===== src/pkg/brr_pkg.sv =====
// Constants and types of the barometer result readout block
package brr_pkg;
  // ==========================================================
  // Timing
  localparam int CLK_NS        = 40;
  localparam int CONV_UNIT_NS  = 250000;
  localparam int CONV_UNIT_CYC = (CONV_UNIT_NS + CLK_NS - 1) / CLK_NS;
  localparam int NVM_WAIT_NS   = 80000;
  localparam int NVM_WAIT_CYC  = (NVM_WAIT_NS + CLK_NS - 1) / CLK_NS;
  // ==========================================================
  // Word map of the parameter store
  localparam logic [4:0] ADR_CUSTOMER_ID_WORD0          = 5'h00;
  localparam logic [4:0] ADR_CUSTOMER_ID_WORD1          = 5'h01;
  localparam logic [4:0] ADR_BUS_ADDRESS_WORD           = 5'h02;
  localparam logic [4:0] ADR_PRESSURE_COEF_HIGH_BITS    = 5'h03;
  localparam logic [4:0] ADR_TEMPERATURE_COEF_HIGH_BITS = 5'h04;
  localparam logic [4:0] ADR_PRESSURE_COEF2_LOW         = 5'h05;
  localparam logic [4:0] ADR_PRESSURE_COEF1_LOW         = 5'h06;
  localparam logic [4:0] ADR_PRESSURE_COEF4_LOW         = 5'h07;
  localparam logic [4:0] ADR_PRESSURE_COEF5_LOW         = 5'h08;
  localparam logic [4:0] ADR_PRESSURE_COEF7_LOW         = 5'h09;
  localparam logic [4:0] ADR_PRESSURE_COEF6_LOW         = 5'h0A;
  localparam logic [4:0] ADR_PRESSURE_COEF3_LOW         = 5'h0B;
  localparam logic [4:0] ADR_TEMPERATURE_COEF2_LOW      = 5'h0C;
  localparam logic [4:0] ADR_TEMPERATURE_COEF1_LOW      = 5'h0D;
  localparam logic [4:0] ADR_TEMPERATURE_COEF3_LOW      = 5'h0E;
  localparam logic [4:0] ADR_PRESSURE_COEF8_LOW         = 5'h0F;
  localparam logic [4:0] ADR_PRESSURE_COEF_MID_BITS_A   = 5'h10;
  localparam logic [4:0] ADR_AFE_DEFAULT                = 5'h14;
  localparam int         NVM_WORDS                      = 32;
  // ==========================================================
  // Fields
  localparam logic [6:0] BUS_ADDR_FALLBACK = 7'h78;
  localparam int         OSRT_LSB          = 14;
  localparam int         OSRP_LSB          = 11;
  localparam int         P8_HI_BIT         = 15;
  localparam int         P2_MID_LSB        = 8;
  localparam int         STAT_BUSY_BIT     = 5;
  localparam logic [7:0] CMD_FIRST         = 8'hA0;
  localparam logic [7:0] CMD_LAST          = 8'hA7;
  localparam int         CMD_TEMP_BIT      = 2;
  localparam int         CMD_OWNCFG_BIT    = 0;
  // Low word address and high field position, coefficient 1 at index 0
  localparam logic [6:0][4:0] PLOW_ADR =
    {5'h09, 5'h0A, 5'h08, 5'h07, 5'h0B, 5'h05, 5'h06};
  localparam logic [6:0][3:0] PHI_POS =
    {4'h8, 4'hA, 4'h6, 4'h4, 4'hC, 4'h0, 4'h2};
  localparam logic [2:0][4:0] TLOW_ADR = {5'h0E, 5'h0C, 5'h0D};
  localparam logic [2:0][3:0] THI_POS  = {4'h2, 4'h4, 4'h0};
  // ==========================================================
  // Types
  typedef enum logic [2:0] {
    ST_IDLE = 3'h0, ST_ADDR = 3'h1, ST_ADDR_ACK = 3'h3,
    ST_WR_BYTE = 3'h2, ST_WR_ACK = 3'h6, ST_RD_BYTE = 3'h7,
    ST_RD_ACK = 3'h5
  } brr_state_type;
  // Coefficient bits held in the window of the store
  typedef struct packed {
    logic [6:0][17:0] pres;     // {bits 25:24, bits 15:0}
    logic [16:0]      pres8;
    logic [7:0]       pres2Mid; // bits 23:16 of coefficient 2
    logic [2:0][17:0] temp;
  } brr_coef_type;
endpackage : brr_pkg


===== src/design/brr_readout.sv =====
// Serial result readout, parameter store and coefficient map
`timescale 1ns/100ps
// Summary of operation
// - Valid trigger starts conversion, result buffered
// - Busy for oversampling-dependent conversion time
// - Pressure result is three bytes
// - Temperature read may stop after two bytes
// - Store holds 16-bit words, read whole
// - Bus address from word 2 bits 6:0
// - Zero stored address means address 0x78
// - Pressure coefficients 1-7 high bits word 3
// - Word 3 two-bit field placement
// - Coefficient 8 bit 16 in word 3
// - Pressure low words 0x05 to 0x0B
// - Coefficient 2 bits 23:16 word 0x10
// - Temperature high bits in word 4
// - Temperature low words 0x0C-0x0E
// - Store read: address, wait, status, data
module brr_readout #(
  parameter int unsigned CONV_UNIT_CYC = brr_pkg::CONV_UNIT_CYC
) (
  input  wire logic                  clk_sys,
  input  wire logic                  sys_rst,
  input  wire logic                  ce,
  input  wire logic                  sclIn,
  input  wire logic                  sdaIn,
  output logic                       sdaOut,
  output logic                       sdaOe,
  input  wire logic [23:0]           rawResult,
  input  wire logic                  nvmWrEn,
  input  wire logic [4:0]            nvmWrAddr,
  input  wire logic [15:0]           nvmWrData,
  output logic                       busy,
  output logic                       measTemp,
  output logic [15:0]                afeCfg,
  output brr_pkg::brr_coef_type      coef
);
  import brr_pkg::*;

  // ==========================================================
  // Pin synchronisers and bus conditions
  logic [1:0]    meta_ff;
  logic [1:0]    sync_ff;
  logic [1:0]    prev_ff;
  logic          sclRise;
  logic          sclFall;
  logic          startC;
  logic          stopC;
  logic [15:0]   nvm_ff [NVM_WORDS];
  logic [6:0]    devAddr;
  brr_state_type state_ff;
  logic [3:0]    cnt_ff;
  logic [7:0]    shift_ff;
  logic          rw_ff;
  logic          sel_ff;
  logic [2:0]    idx_ff;
  logic          sdaOe_ff;
  logic          cmdMode_ff;
  logic [7:0]    cmd_ff;
  logic [15:0]   cmdData_ff;
  logic [4:0]    nvmAddr_ff;
  logic          nvmMode_ff;
  logic [15:0]   nvmWord_ff;
  logic [23:0]   resultBuf_ff;
  logic [23:0]   busyCnt_ff;
  logic          busy_ff;
  logic          fetch_ff;
  logic          temp_ff;
  logic [15:0]   afe_ff;
  brr_coef_type  coef_ff;
  logic [7:0]    nxt_tx;
  logic          wrDone;
  logic          startConv;
  logic          startFetch;
  logic [15:0]   nxt_afe;
  logic [2:0]    convShift;
  logic [23:0]   convCyc;

  // SCL in bit 1, SDA in bit 0
  always_ff @(posedge clk_sys or posedge sys_rst) begin
    if (sys_rst) begin
      meta_ff <= 2'h3;
      sync_ff <= 2'h3;
      prev_ff <= 2'h3;
    end else if (ce) begin
      meta_ff <= {sclIn, sdaIn};
      sync_ff <= meta_ff;
      prev_ff <= sync_ff;
    end
  end

  // Edges and start/stop, from the second and third stages
  assign sclRise = sync_ff[1] & ~prev_ff[1];
  assign sclFall = ~sync_ff[1] & prev_ff[1];
  assign startC  = sync_ff[1] & prev_ff[1] & prev_ff[0] & ~sync_ff[0];
  assign stopC   = sync_ff[1] & prev_ff[1] & ~prev_ff[0] & sync_ff[0];

  // ==========================================================
  // Parameter store, written only through the programming port
  always_ff @(posedge clk_sys or posedge sys_rst) begin
    if (sys_rst) begin
      for (int i = 0; i < NVM_WORDS; i++) begin
        nvm_ff[i] <= 16'h0000;
      end
    end else if (ce && nvmWrEn) begin
      nvm_ff[nvmWrAddr] <= nvmWrData;
    end
  end

  // Own bus address, fallback when the field is empty
  always_comb begin
    devAddr = nvm_ff[ADR_BUS_ADDRESS_WORD][6:0];
    if (devAddr == 7'h00) begin
      devAddr = BUS_ADDR_FALLBACK;
    end
  end

  // ==========================================================
  // Byte to send next: status first, then data MSB first
  always_comb begin
    nxt_tx = 8'hFF;
    if (idx_ff == 3'h0) begin
      nxt_tx = 8'({busy_ff} << STAT_BUSY_BIT);
    end else if (nvmMode_ff) begin
      if (idx_ff == 3'h1) begin
        nxt_tx = nvmWord_ff[15:8];
      end else if (idx_ff == 3'h2) begin
        nxt_tx = nvmWord_ff[7:0];
      end
    end else if (idx_ff == 3'h1) begin
      nxt_tx = resultBuf_ff[23:16];
    end else if (idx_ff == 3'h2) begin
      nxt_tx = resultBuf_ff[15:8];
    end else if (idx_ff == 3'h3) begin
      nxt_tx = resultBuf_ff[7:0];
    end
  end

  assign wrDone = (state_ff == ST_WR_BYTE) && sclFall && (cnt_ff == 4'h8);

  // ==========================================================
  // Bus slave state machine
  always_ff @(posedge clk_sys or posedge sys_rst) begin
    if (sys_rst) begin
      state_ff <= ST_IDLE;
      cnt_ff   <= 4'h0;
      shift_ff <= 8'h00;
      rw_ff    <= 1'b0;
      sel_ff   <= 1'b0;
      idx_ff   <= 3'h0;
      sdaOe_ff <= 1'b0;
    end else if (ce) begin
      if (startC) begin
        state_ff <= ST_ADDR;
        cnt_ff   <= 4'h0;
        sel_ff   <= 1'b0;
        idx_ff   <= 3'h0;
        sdaOe_ff <= 1'b0;
      end else if (stopC) begin
        state_ff <= ST_IDLE;
        sdaOe_ff <= 1'b0;
      end else begin
        case (state_ff)
          ST_ADDR, ST_WR_BYTE: begin
            if (sclRise) begin
              shift_ff <= {shift_ff[6:0], sync_ff[0]};
              cnt_ff   <= cnt_ff + 4'h1;
            end else if (sclFall && cnt_ff == 4'h8) begin
              if (state_ff == ST_WR_BYTE) begin
                state_ff <= ST_WR_ACK;
                sdaOe_ff <= 1'b1;
                if (idx_ff != 3'h4) begin
                  idx_ff <= idx_ff + 3'h1;
                end
              end else if (shift_ff[7:1] == devAddr) begin
                state_ff <= ST_ADDR_ACK;
                sdaOe_ff <= 1'b1;
                rw_ff    <= shift_ff[0];
                sel_ff   <= 1'b1;
              end else begin
                state_ff <= ST_IDLE;
              end
            end
          end
          ST_ADDR_ACK, ST_RD_ACK: begin
            if (sclRise && state_ff == ST_RD_ACK && sync_ff[0]) begin
              state_ff <= ST_IDLE;
            end else if (sclFall && rw_ff) begin
              state_ff <= ST_RD_BYTE;
              shift_ff <= nxt_tx;
              sdaOe_ff <= ~nxt_tx[7];
              cnt_ff   <= 4'h1;
              if (idx_ff != 3'h4) begin
                idx_ff <= idx_ff + 3'h1;
              end
            end else if (sclFall) begin
              state_ff <= ST_WR_BYTE;
              sdaOe_ff <= 1'b0;
              cnt_ff   <= 4'h0;
            end
          end
          ST_WR_ACK: begin
            if (sclFall) begin
              state_ff <= ST_WR_BYTE;
              sdaOe_ff <= 1'b0;
              cnt_ff   <= 4'h0;
            end
          end
          ST_RD_BYTE: begin
            if (sclFall && cnt_ff == 4'h8) begin
              state_ff <= ST_RD_ACK;
              sdaOe_ff <= 1'b0;
            end else if (sclFall) begin
              shift_ff <= {shift_ff[6:0], 1'b0};
              sdaOe_ff <= ~shift_ff[6];
              cnt_ff   <= cnt_ff + 4'h1;
            end
          end
          default: begin
            sdaOe_ff <= 1'b0;
          end
        endcase
      end
    end
  end

  // ==========================================================
  // Write bytes: command with data, or store word address
  always_ff @(posedge clk_sys or posedge sys_rst) begin
    if (sys_rst) begin
      cmdMode_ff <= 1'b0;
      cmd_ff     <= 8'h00;
      cmdData_ff <= 16'h0000;
      nvmAddr_ff <= 5'h00;
      nvmMode_ff <= 1'b0;
    end else if (ce && wrDone) begin
      if (idx_ff == 3'h0) begin
        if (shift_ff >= CMD_FIRST && shift_ff <= CMD_LAST) begin
          cmdMode_ff <= 1'b1;
          cmd_ff     <= shift_ff;
          nvmMode_ff <= 1'b0;
        end else begin
          cmdMode_ff <= 1'b0;
          nvmAddr_ff <= shift_ff[4:0];
          nvmMode_ff <= 1'b1;
        end
      end else if (idx_ff == 3'h1) begin
        cmdData_ff[15:8] <= shift_ff;
      end else if (idx_ff == 3'h2) begin
        cmdData_ff[7:0] <= shift_ff;
      end
    end
  end

  // Act at the stop that ends an addressed write
  assign startConv  = stopC && sel_ff && !rw_ff && cmdMode_ff &&
                      idx_ff == 3'h3 && !busy_ff;
  assign startFetch = stopC && sel_ff && !rw_ff && !cmdMode_ff &&
                      idx_ff == 3'h1 && !busy_ff;

  // Conversion length from the oversampling setting
  always_comb begin
    nxt_afe = cmd_ff[CMD_OWNCFG_BIT] ? cmdData_ff
                                     : nvm_ff[ADR_AFE_DEFAULT];
    if (cmd_ff[CMD_TEMP_BIT]) begin
      convShift = {1'b0, nxt_afe[OSRT_LSB+:2]} + 3'h2;
    end else begin
      convShift = ~nxt_afe[OSRP_LSB+:3];
    end
    convCyc = 24'(CONV_UNIT_CYC) << convShift;
  end

  // ==========================================================
  // Busy timer, result buffer and store fetch
  always_ff @(posedge clk_sys or posedge sys_rst) begin
    if (sys_rst) begin
      busyCnt_ff   <= 24'h000000;
      busy_ff      <= 1'b0;
      fetch_ff     <= 1'b0;
      temp_ff      <= 1'b0;
      afe_ff       <= 16'h0000;
      resultBuf_ff <= 24'h000000;
      nvmWord_ff   <= 16'h0000;
    end else if (ce) begin
      if (startConv) begin
        busyCnt_ff <= convCyc;
        busy_ff    <= 1'b1;
        fetch_ff   <= 1'b0;
        temp_ff    <= cmd_ff[CMD_TEMP_BIT];
        afe_ff     <= nxt_afe;
      end else if (startFetch) begin
        busyCnt_ff <= 24'(NVM_WAIT_CYC);
        busy_ff    <= 1'b1;
        fetch_ff   <= 1'b1;
      end else if (busy_ff && busyCnt_ff == 24'h000001) begin
        busy_ff    <= 1'b0;
        busyCnt_ff <= 24'h000000;
        if (fetch_ff) begin
          nvmWord_ff <= nvm_ff[nvmAddr_ff];
        end else begin
          resultBuf_ff <= rawResult;
        end
      end else if (busy_ff) begin
        busyCnt_ff <= busyCnt_ff - 24'h000001;
      end
    end
  end

  // ==========================================================
  // Coefficient fields gathered from the store
  for (genvar i = 0; i < 7; i++) begin : g_pres
    always_ff @(posedge clk_sys or posedge sys_rst) begin
      if (sys_rst) begin
        coef_ff.pres[i] <= 18'h00000;
      end else if (ce) begin
        coef_ff.pres[i] <= {
          nvm_ff[ADR_PRESSURE_COEF_HIGH_BITS][PHI_POS[i]+:2],
          nvm_ff[PLOW_ADR[i]]};
      end
    end
  end
  for (genvar i = 0; i < 3; i++) begin : g_temp
    always_ff @(posedge clk_sys or posedge sys_rst) begin
      if (sys_rst) begin
        coef_ff.temp[i] <= 18'h00000;
      end else if (ce) begin
        coef_ff.temp[i] <= {
          nvm_ff[ADR_TEMPERATURE_COEF_HIGH_BITS][THI_POS[i]+:2],
          nvm_ff[TLOW_ADR[i]]};
      end
    end
  end
  // Coefficient 8 and the middle byte of coefficient 2
  always_ff @(posedge clk_sys or posedge sys_rst) begin
    if (sys_rst) begin
      coef_ff.pres8    <= 17'h00000;
      coef_ff.pres2Mid <= 8'h00;
    end else if (ce) begin
      coef_ff.pres8 <= {nvm_ff[ADR_PRESSURE_COEF_HIGH_BITS][P8_HI_BIT],
                        nvm_ff[ADR_PRESSURE_COEF8_LOW]};
      coef_ff.pres2Mid <=
        nvm_ff[ADR_PRESSURE_COEF_MID_BITS_A][P2_MID_LSB+:8];
    end
  end

  // Outputs straight from flip-flops, except sdaOut, tied low
  assign sdaOut   = 1'b0;
  assign sdaOe    = sdaOe_ff;
  assign busy     = busy_ff;
  assign measTemp = temp_ff;
  assign afeCfg   = afe_ff;
  assign coef     = coef_ff;
endmodule : brr_readout


===== config.mk =====
export PLATFORM = sky130hd
export DESIGN_NAME = brr_readout
export DESIGN_NICKNAME = d
export VERILOG_FILES = /design/src/pkg/brr_pkg.sv /design/src/design/brr_readout.sv
export SDC_FILE = /design/constraint.sdc
export NUM_CORES = 2
export LEC_CHECK = 0
export BUFFER_PORTS_ARGS = -buffer_cell sky130_fd_sc_hd__buf_2
export CAP_MARGIN = 15
export CORE_AREA = 2 2 256 258
export DETAILED_ROUTE_END_ITERATION = 8
export DIE_AREA = 0 0 258 260
export PLACE_DENSITY_LB_ADDON = 0.15
export REMOVE_ABC_BUFFERS = 1
export SLEW_MARGIN = 5
export SYNTH_ARGS = -nofsm -noshare
export SYNTH_HDL_FRONTEND = slang
export SYNTH_SLANG_ARGS = --single-unit

===== constraint.sdc =====
create_clock -name clk_sys -period 61.2 [get_ports clk_sys]
set_clock_uncertainty 0.2 [all_clocks]
set_input_delay 0 -clock clk_sys [delete_from_list [all_inputs] [get_ports clk_sys]]
set_output_delay 0 -clock clk_sys [all_outputs]
set_load 0.1 [all_outputs]

# Yosys cells after proc, flatten, opt, wreduce, memory -nomap -nowiden
# Cells that the tools add are included.
# totals
register_bits,853
inputBits,51
output_inout_bits,225
wordCells,272
# op_classes
add_sub_neg,4
order_cmp,5
n_eq_ne,35
shift,1
n_mux,80
bitwise,26
n_reduce_logical,54
# ops
op,count
512-bit bitwise mux,1
24-bit two-way mux,4
8-bit two-way mux,12
16-bit binary-select mux with 5-bit select,1
16-bit demux with 5-bit select,1
16-bit two-way mux,4
3-bit two-way mux,18
4-bit two-way mux,8
"3-bit inequality test, second input constant",9
"24-bit by 1-bit equality test with 1-bit output, second input constant",1
1-bit two-way mux,24
8-bit case mux with 3 select lines,1
"13-bit by 3-bit left shift with 24-bit output, first input constant",1
"24-bit by 1-bit subtractor with 24-bit output, second input constant",1
1-bit logical AND,19
"4-bit inequality test, second input constant",4
1-bit NOT,16
4-bit case mux with 4 select lines,1
8-bit AND reduction,2
5-bit AND reduction,3
"2-bit inequality test, second input constant",7
7-bit AND reduction,2
"3-bit by 2-bit equality test with 1-bit output, second input constant",4
"6-bit >= comparator, second input constant",2
34 further kinds,59

# Logic depth before layout (Yosys ltp)
# depth
word_depth,12
ltp_mapped,11
depth_no_buf,10

# Least setup slack after synthesis
# No wires, ideal clock.
# synth_timing
kind,flip-flop to flip-flop
startpoint,register busy_ff (netlist: busy)
endpoint,register resultBuf_ff[0]
setup_ps,127
t_arrival_ps,2973
t_required_ps,60873
path_slack_ps,57900
stages_incl_launch_ff,8
path_buffers,2
synth_period_minus_slack_ps,3300
cell_sequence,dfrtp_1 buf_2 nand3b_1 or3b_1 or4_4 nor3_4 buf_4 mux2_1
# synth_via
elab_chain_cells,4
word_cells_on_any_way,7
cone_classes,bitwise (2); reduce/logical (5)
# synth_lines
element,line,text
start: declaration,brr_readout.sv:66,logic busy_ff;
start signal: assignment,brr_readout.sv:278,busy_ff <= 1'b0;
start signal: assignment,brr_readout.sv:287,busy_ff <= 1'b1;
start signal: assignment,brr_readout.sv:293,busy_ff <= 1'b1;
1-bit logical NOT,"brr_readout.sv:257, brr_readout.sv:259",
1-bit logical AND (on tied branches),"brr_readout.sv:259, brr_readout.sv:257",
1-bit NOT (no source line),--,
5-bit AND reduction (no source line) (*),--,
end signal: assignment,brr_readout.sv:301,resultBuf_ff <= rawResult;
end: declaration,brr_readout.sv:64,logic [23:0] resultBuf_ff;
# Mark *: on every way between the ends. The rest lies on a longest branch, timed or not.
# A chain may end at the register's enable or synchronous reset.

==> impl_metrics.yaml <==
outcome:
  outcome: "completed"
routing:
  routedWlPerCell_um: 25.8
  drtPass1Iterations: 5
  final_antenna_net_count: 0
  via_count: 24000
  wl_um: 98800
  route.detailed.drc: 0
  via_per_inst: 6.25
  drt_iter0_drc: 1931
clocking:
  htreeDepth: 3
  worstSkewPairLatency_ns: 0.62
  cts_made_buffers: 85
  path_clk_slew_ns: 0.06
  cts_sinks: 852
  clockBufferDepth: 3
  root_buffer: "clkbuf_16"
  post_cts_resized: 0
  ctsHoldBuffers: 78
  cts_setup_buffers: 0
  cts_tree: "yes"
finish:
  fillers: 4326
  synthToLayoutAreaGrowth_pct: 15.9
  final_nets: 2980
  regArea_um2: 21300
  drive_gt1_share_pct: 48.3
  multi_input_area_um2: 16100
  antenna_cells: 0
setup_path:
  crit_path_start: "sys_rst"
  crit_chain: "dlygate4sd3_1 -> buf_2 -> dlygate4sd3_1 -> inv_8 -> buf_4 -> buf_12 -> buf_4 -> buf_16 -> buf_4"
  crit_path_end: "nvm_ff[497]"
  cp.buffers_inverters: 9
  critPathKind: "primary input to asynchronous set/reset pin"
  worstPathMaxFanout: 163
  path_depth: 9
  worstReg2RegStart: "nvmAddr_ff[0]"
  rrSetupSlack_ns: 57.30
  critPathSlowestCell: "buf_4"
  cp_common_cell: "buf_4"
  end_kind: "asynchronous set/reset pin"
  reg2reg_to: "nvmWord_ff[6]"
  crit_family: "buffers and inverters"
  worst_r2r_path_depth: 6
  arrival_ns: 5.36
  critPathRequiredTime_ns: 61.57
  max_stage_delay_ns: 0.88
  cp-start-kind: "primary input"
yosys:
  syn-cell-area_um2: 38300
  netlist_instances: 2615
  ys_types: 81
  synth-seq-cells: 852
  ys_seq_area_share_pct: 55.8
  synth-main-ff-cell: "dfrtp_1"
  ys_warn_count: 0
  async_flop_share_pct: 100
  synth-edff-count: 0
  avgSynthCellArea_um2: 14.6
timing:
  min_period_over_period_pct: 8.15
  hold_viol: 0
  rsz0062_at_grt: "false"
  tns_ns: 0
  tightest_slew_ns: 1.18
  drv_slew: 0
  setup_slack_ns: 56.22
  finalSetupViolCount: 0
  min_period_ns: 4.98
  max_freq_mhz: 201
  slew_headroom_pct: 21.3
global_route:
  grt_usage_pct: 30.0
  antenna_found_initial: 0
  grt_pass1_vias: 25600
  grt_pass1_wl_um: 154000
  grt_max_degree: 164
  grt_overflow: 0
place:
  hpwl_um: 62300
  pre_cts_slack_ns: 56.28
  place_congestion: 0.856
  port_buffers: 274
run:
  max_cap_viol_count: 0
floorplanning:
  core-area_um2: 64100
  rows: 93
  start_util_pct: 59.7
  ioPinCount: 276
  die_h_um: 260
  dieWidth_um: 258
  die-area_um2: 67100
pwr:
  cellLeakagePower_nw: 20.8
  p_per_area_nw_per_um2: 37.5
  worst_ir_drop_vdd_uv: 31.8
hold_path:
  min_path_type: "primary input to flip-flop"
registers in the layout (all words and copies together), names as in the netlist, 3 cells and up:
signal and cells:
afeCfg 16, busyCnt_ff 24, cmdData_ff 16, cnt_ff 4
coef 205, idx_ff 3, nvmAddr_ff 5, nvmWord_ff 16
nvm_ff 512, resultBuf_ff 24, shift_ff 8, state_ff 3
where the power goes:
group / leakage, nW / internal, mW / switching, mW / total (mW)
sequential: 11.3 / 0.644 / 0.0677 / 0.712
clock: 1.50 / 0.335 / 0.218 / 0.553
combinational: 7.96 / 0.126 / 0.273 / 0.399
total: 20.8 / 1.11 / 0.558 / 1.66
worst min-delay path by stage:
| stage | start | endpoint | cells past startpoint |
|---|---|---|---|
| 5_1_grt | nvmWrEn | nvm_ff[253] | 5 |
| 2_1_floorplan | nvmWrData[11] | nvm_ff[187] | 2 |
| 6_report | nvmWrEn | nvm_ff[250] | 5 |
| 3_5_place_dp | rawResult[0] | resultBuf_ff[0] | 2 |
| 3_3_place_gp | rawResult[7] | resultBuf_ff[7] | 3 |
| 4_1_cts | nvmWrEn | nvm_ff[250] | 5 |
cells in the mapped netlist (15+ instances only):
library cell  count  area [um^2]
o21ai_0         104          521
clkbuf_1        156          586
nor2_1           49          184
mux4_2          162         3650
nand2_1         124          465
a21oi_1          26          130
nor3_1           19         95.1
nand3_1          18         90.1
mux2i_1          39          390
nand2b_1         16          100
mux2_2          758         8540
mux2_1           15          169
ha_1             16          200
buf_1            31          116
dfrtp_1         846        21200
inv_1            31          116
metal layers:
| metal | up-vias | share of wire (%) | track usage (%) |
|---|---|---|---|
| met1 | 12800 | 42 | 40.6 |
| met4 | 0 | 2.3 | 8.22 |
| met5 | - | 0 | 0 |
| met3 | 143 | 5.9 | 5.55 |
| li1 | 10300 | - | - |
| met2 | 731 | 50 | 50.4 |
through the flow:
step | cells | instance area, um^2 | total power [mW] | utilization [%] | hold slack (ns)
2_1_floorplan | 2419 | 37500 | 1.01 | - | -0.0832
3_3_place_gp | 3598 | 40400 | 1.10 | 63.0 | 0.0181
3_5_place_dp | 3599 | 40400 | 1.11 | 63.1 | 0.0272
4_1_cts | 3833 | 44200 | 1.67 | 69.0 | 0.0162
5_1_grt | 3837 | 44300 | 1.73 | 69.1 | 0.0702
6_report | 3837 | 44300 | 1.66 | 69.1 | 0.0519
final cells by class:
class	instances	area share, %
sequential	852	48.2
inverter	33	0.296
multi-input combinational	1534	36.3
tap	855	2.41
clock inverter	36	1.10
clock buffer	120	5.72
timing repair buffer	407	5.99
cells by family after synthesis:
logic type                 after synthesis  synth area share [%]
and+or+nand+nor                        303                  4.03
buffers and inverters                  229                  2.31
xor gates and xnor gates                 9                 0.206
AOI/OAI and AO/OA                      230                  3.82
other                                    1               0.00980
adders and majority gates               17                 0.550
DFF                                    852                  55.8
muxes                                  974                  33.3
cell usage in the layout (no fill, tap or decap), types with 15 or more instances in the layout:
master           n
clkinv_2        20
nand3_1         18
clkbuf_8        19
nor3_1          19
dfrtp_1        842
nor2_2          16
clkbuf_16       89
mux4_2         162
a21oi_1         26
buf_2          273
mux2i_1         39
nand2b_1        16
inv_1           30
buf_4           49
ha_1            16
o21ai_0        104
mux2_1          15
nor2_1          33
dlygate4sd3_1   78
nand2_1        124
mux2_2         758
worst min-delay path: cells and delay by family:
kind,cells,cell delay (ns)
buf+inv,1,0.12
simple gates,3,0.50
mux,1,0.22
(Power assumes the default switching activity.)
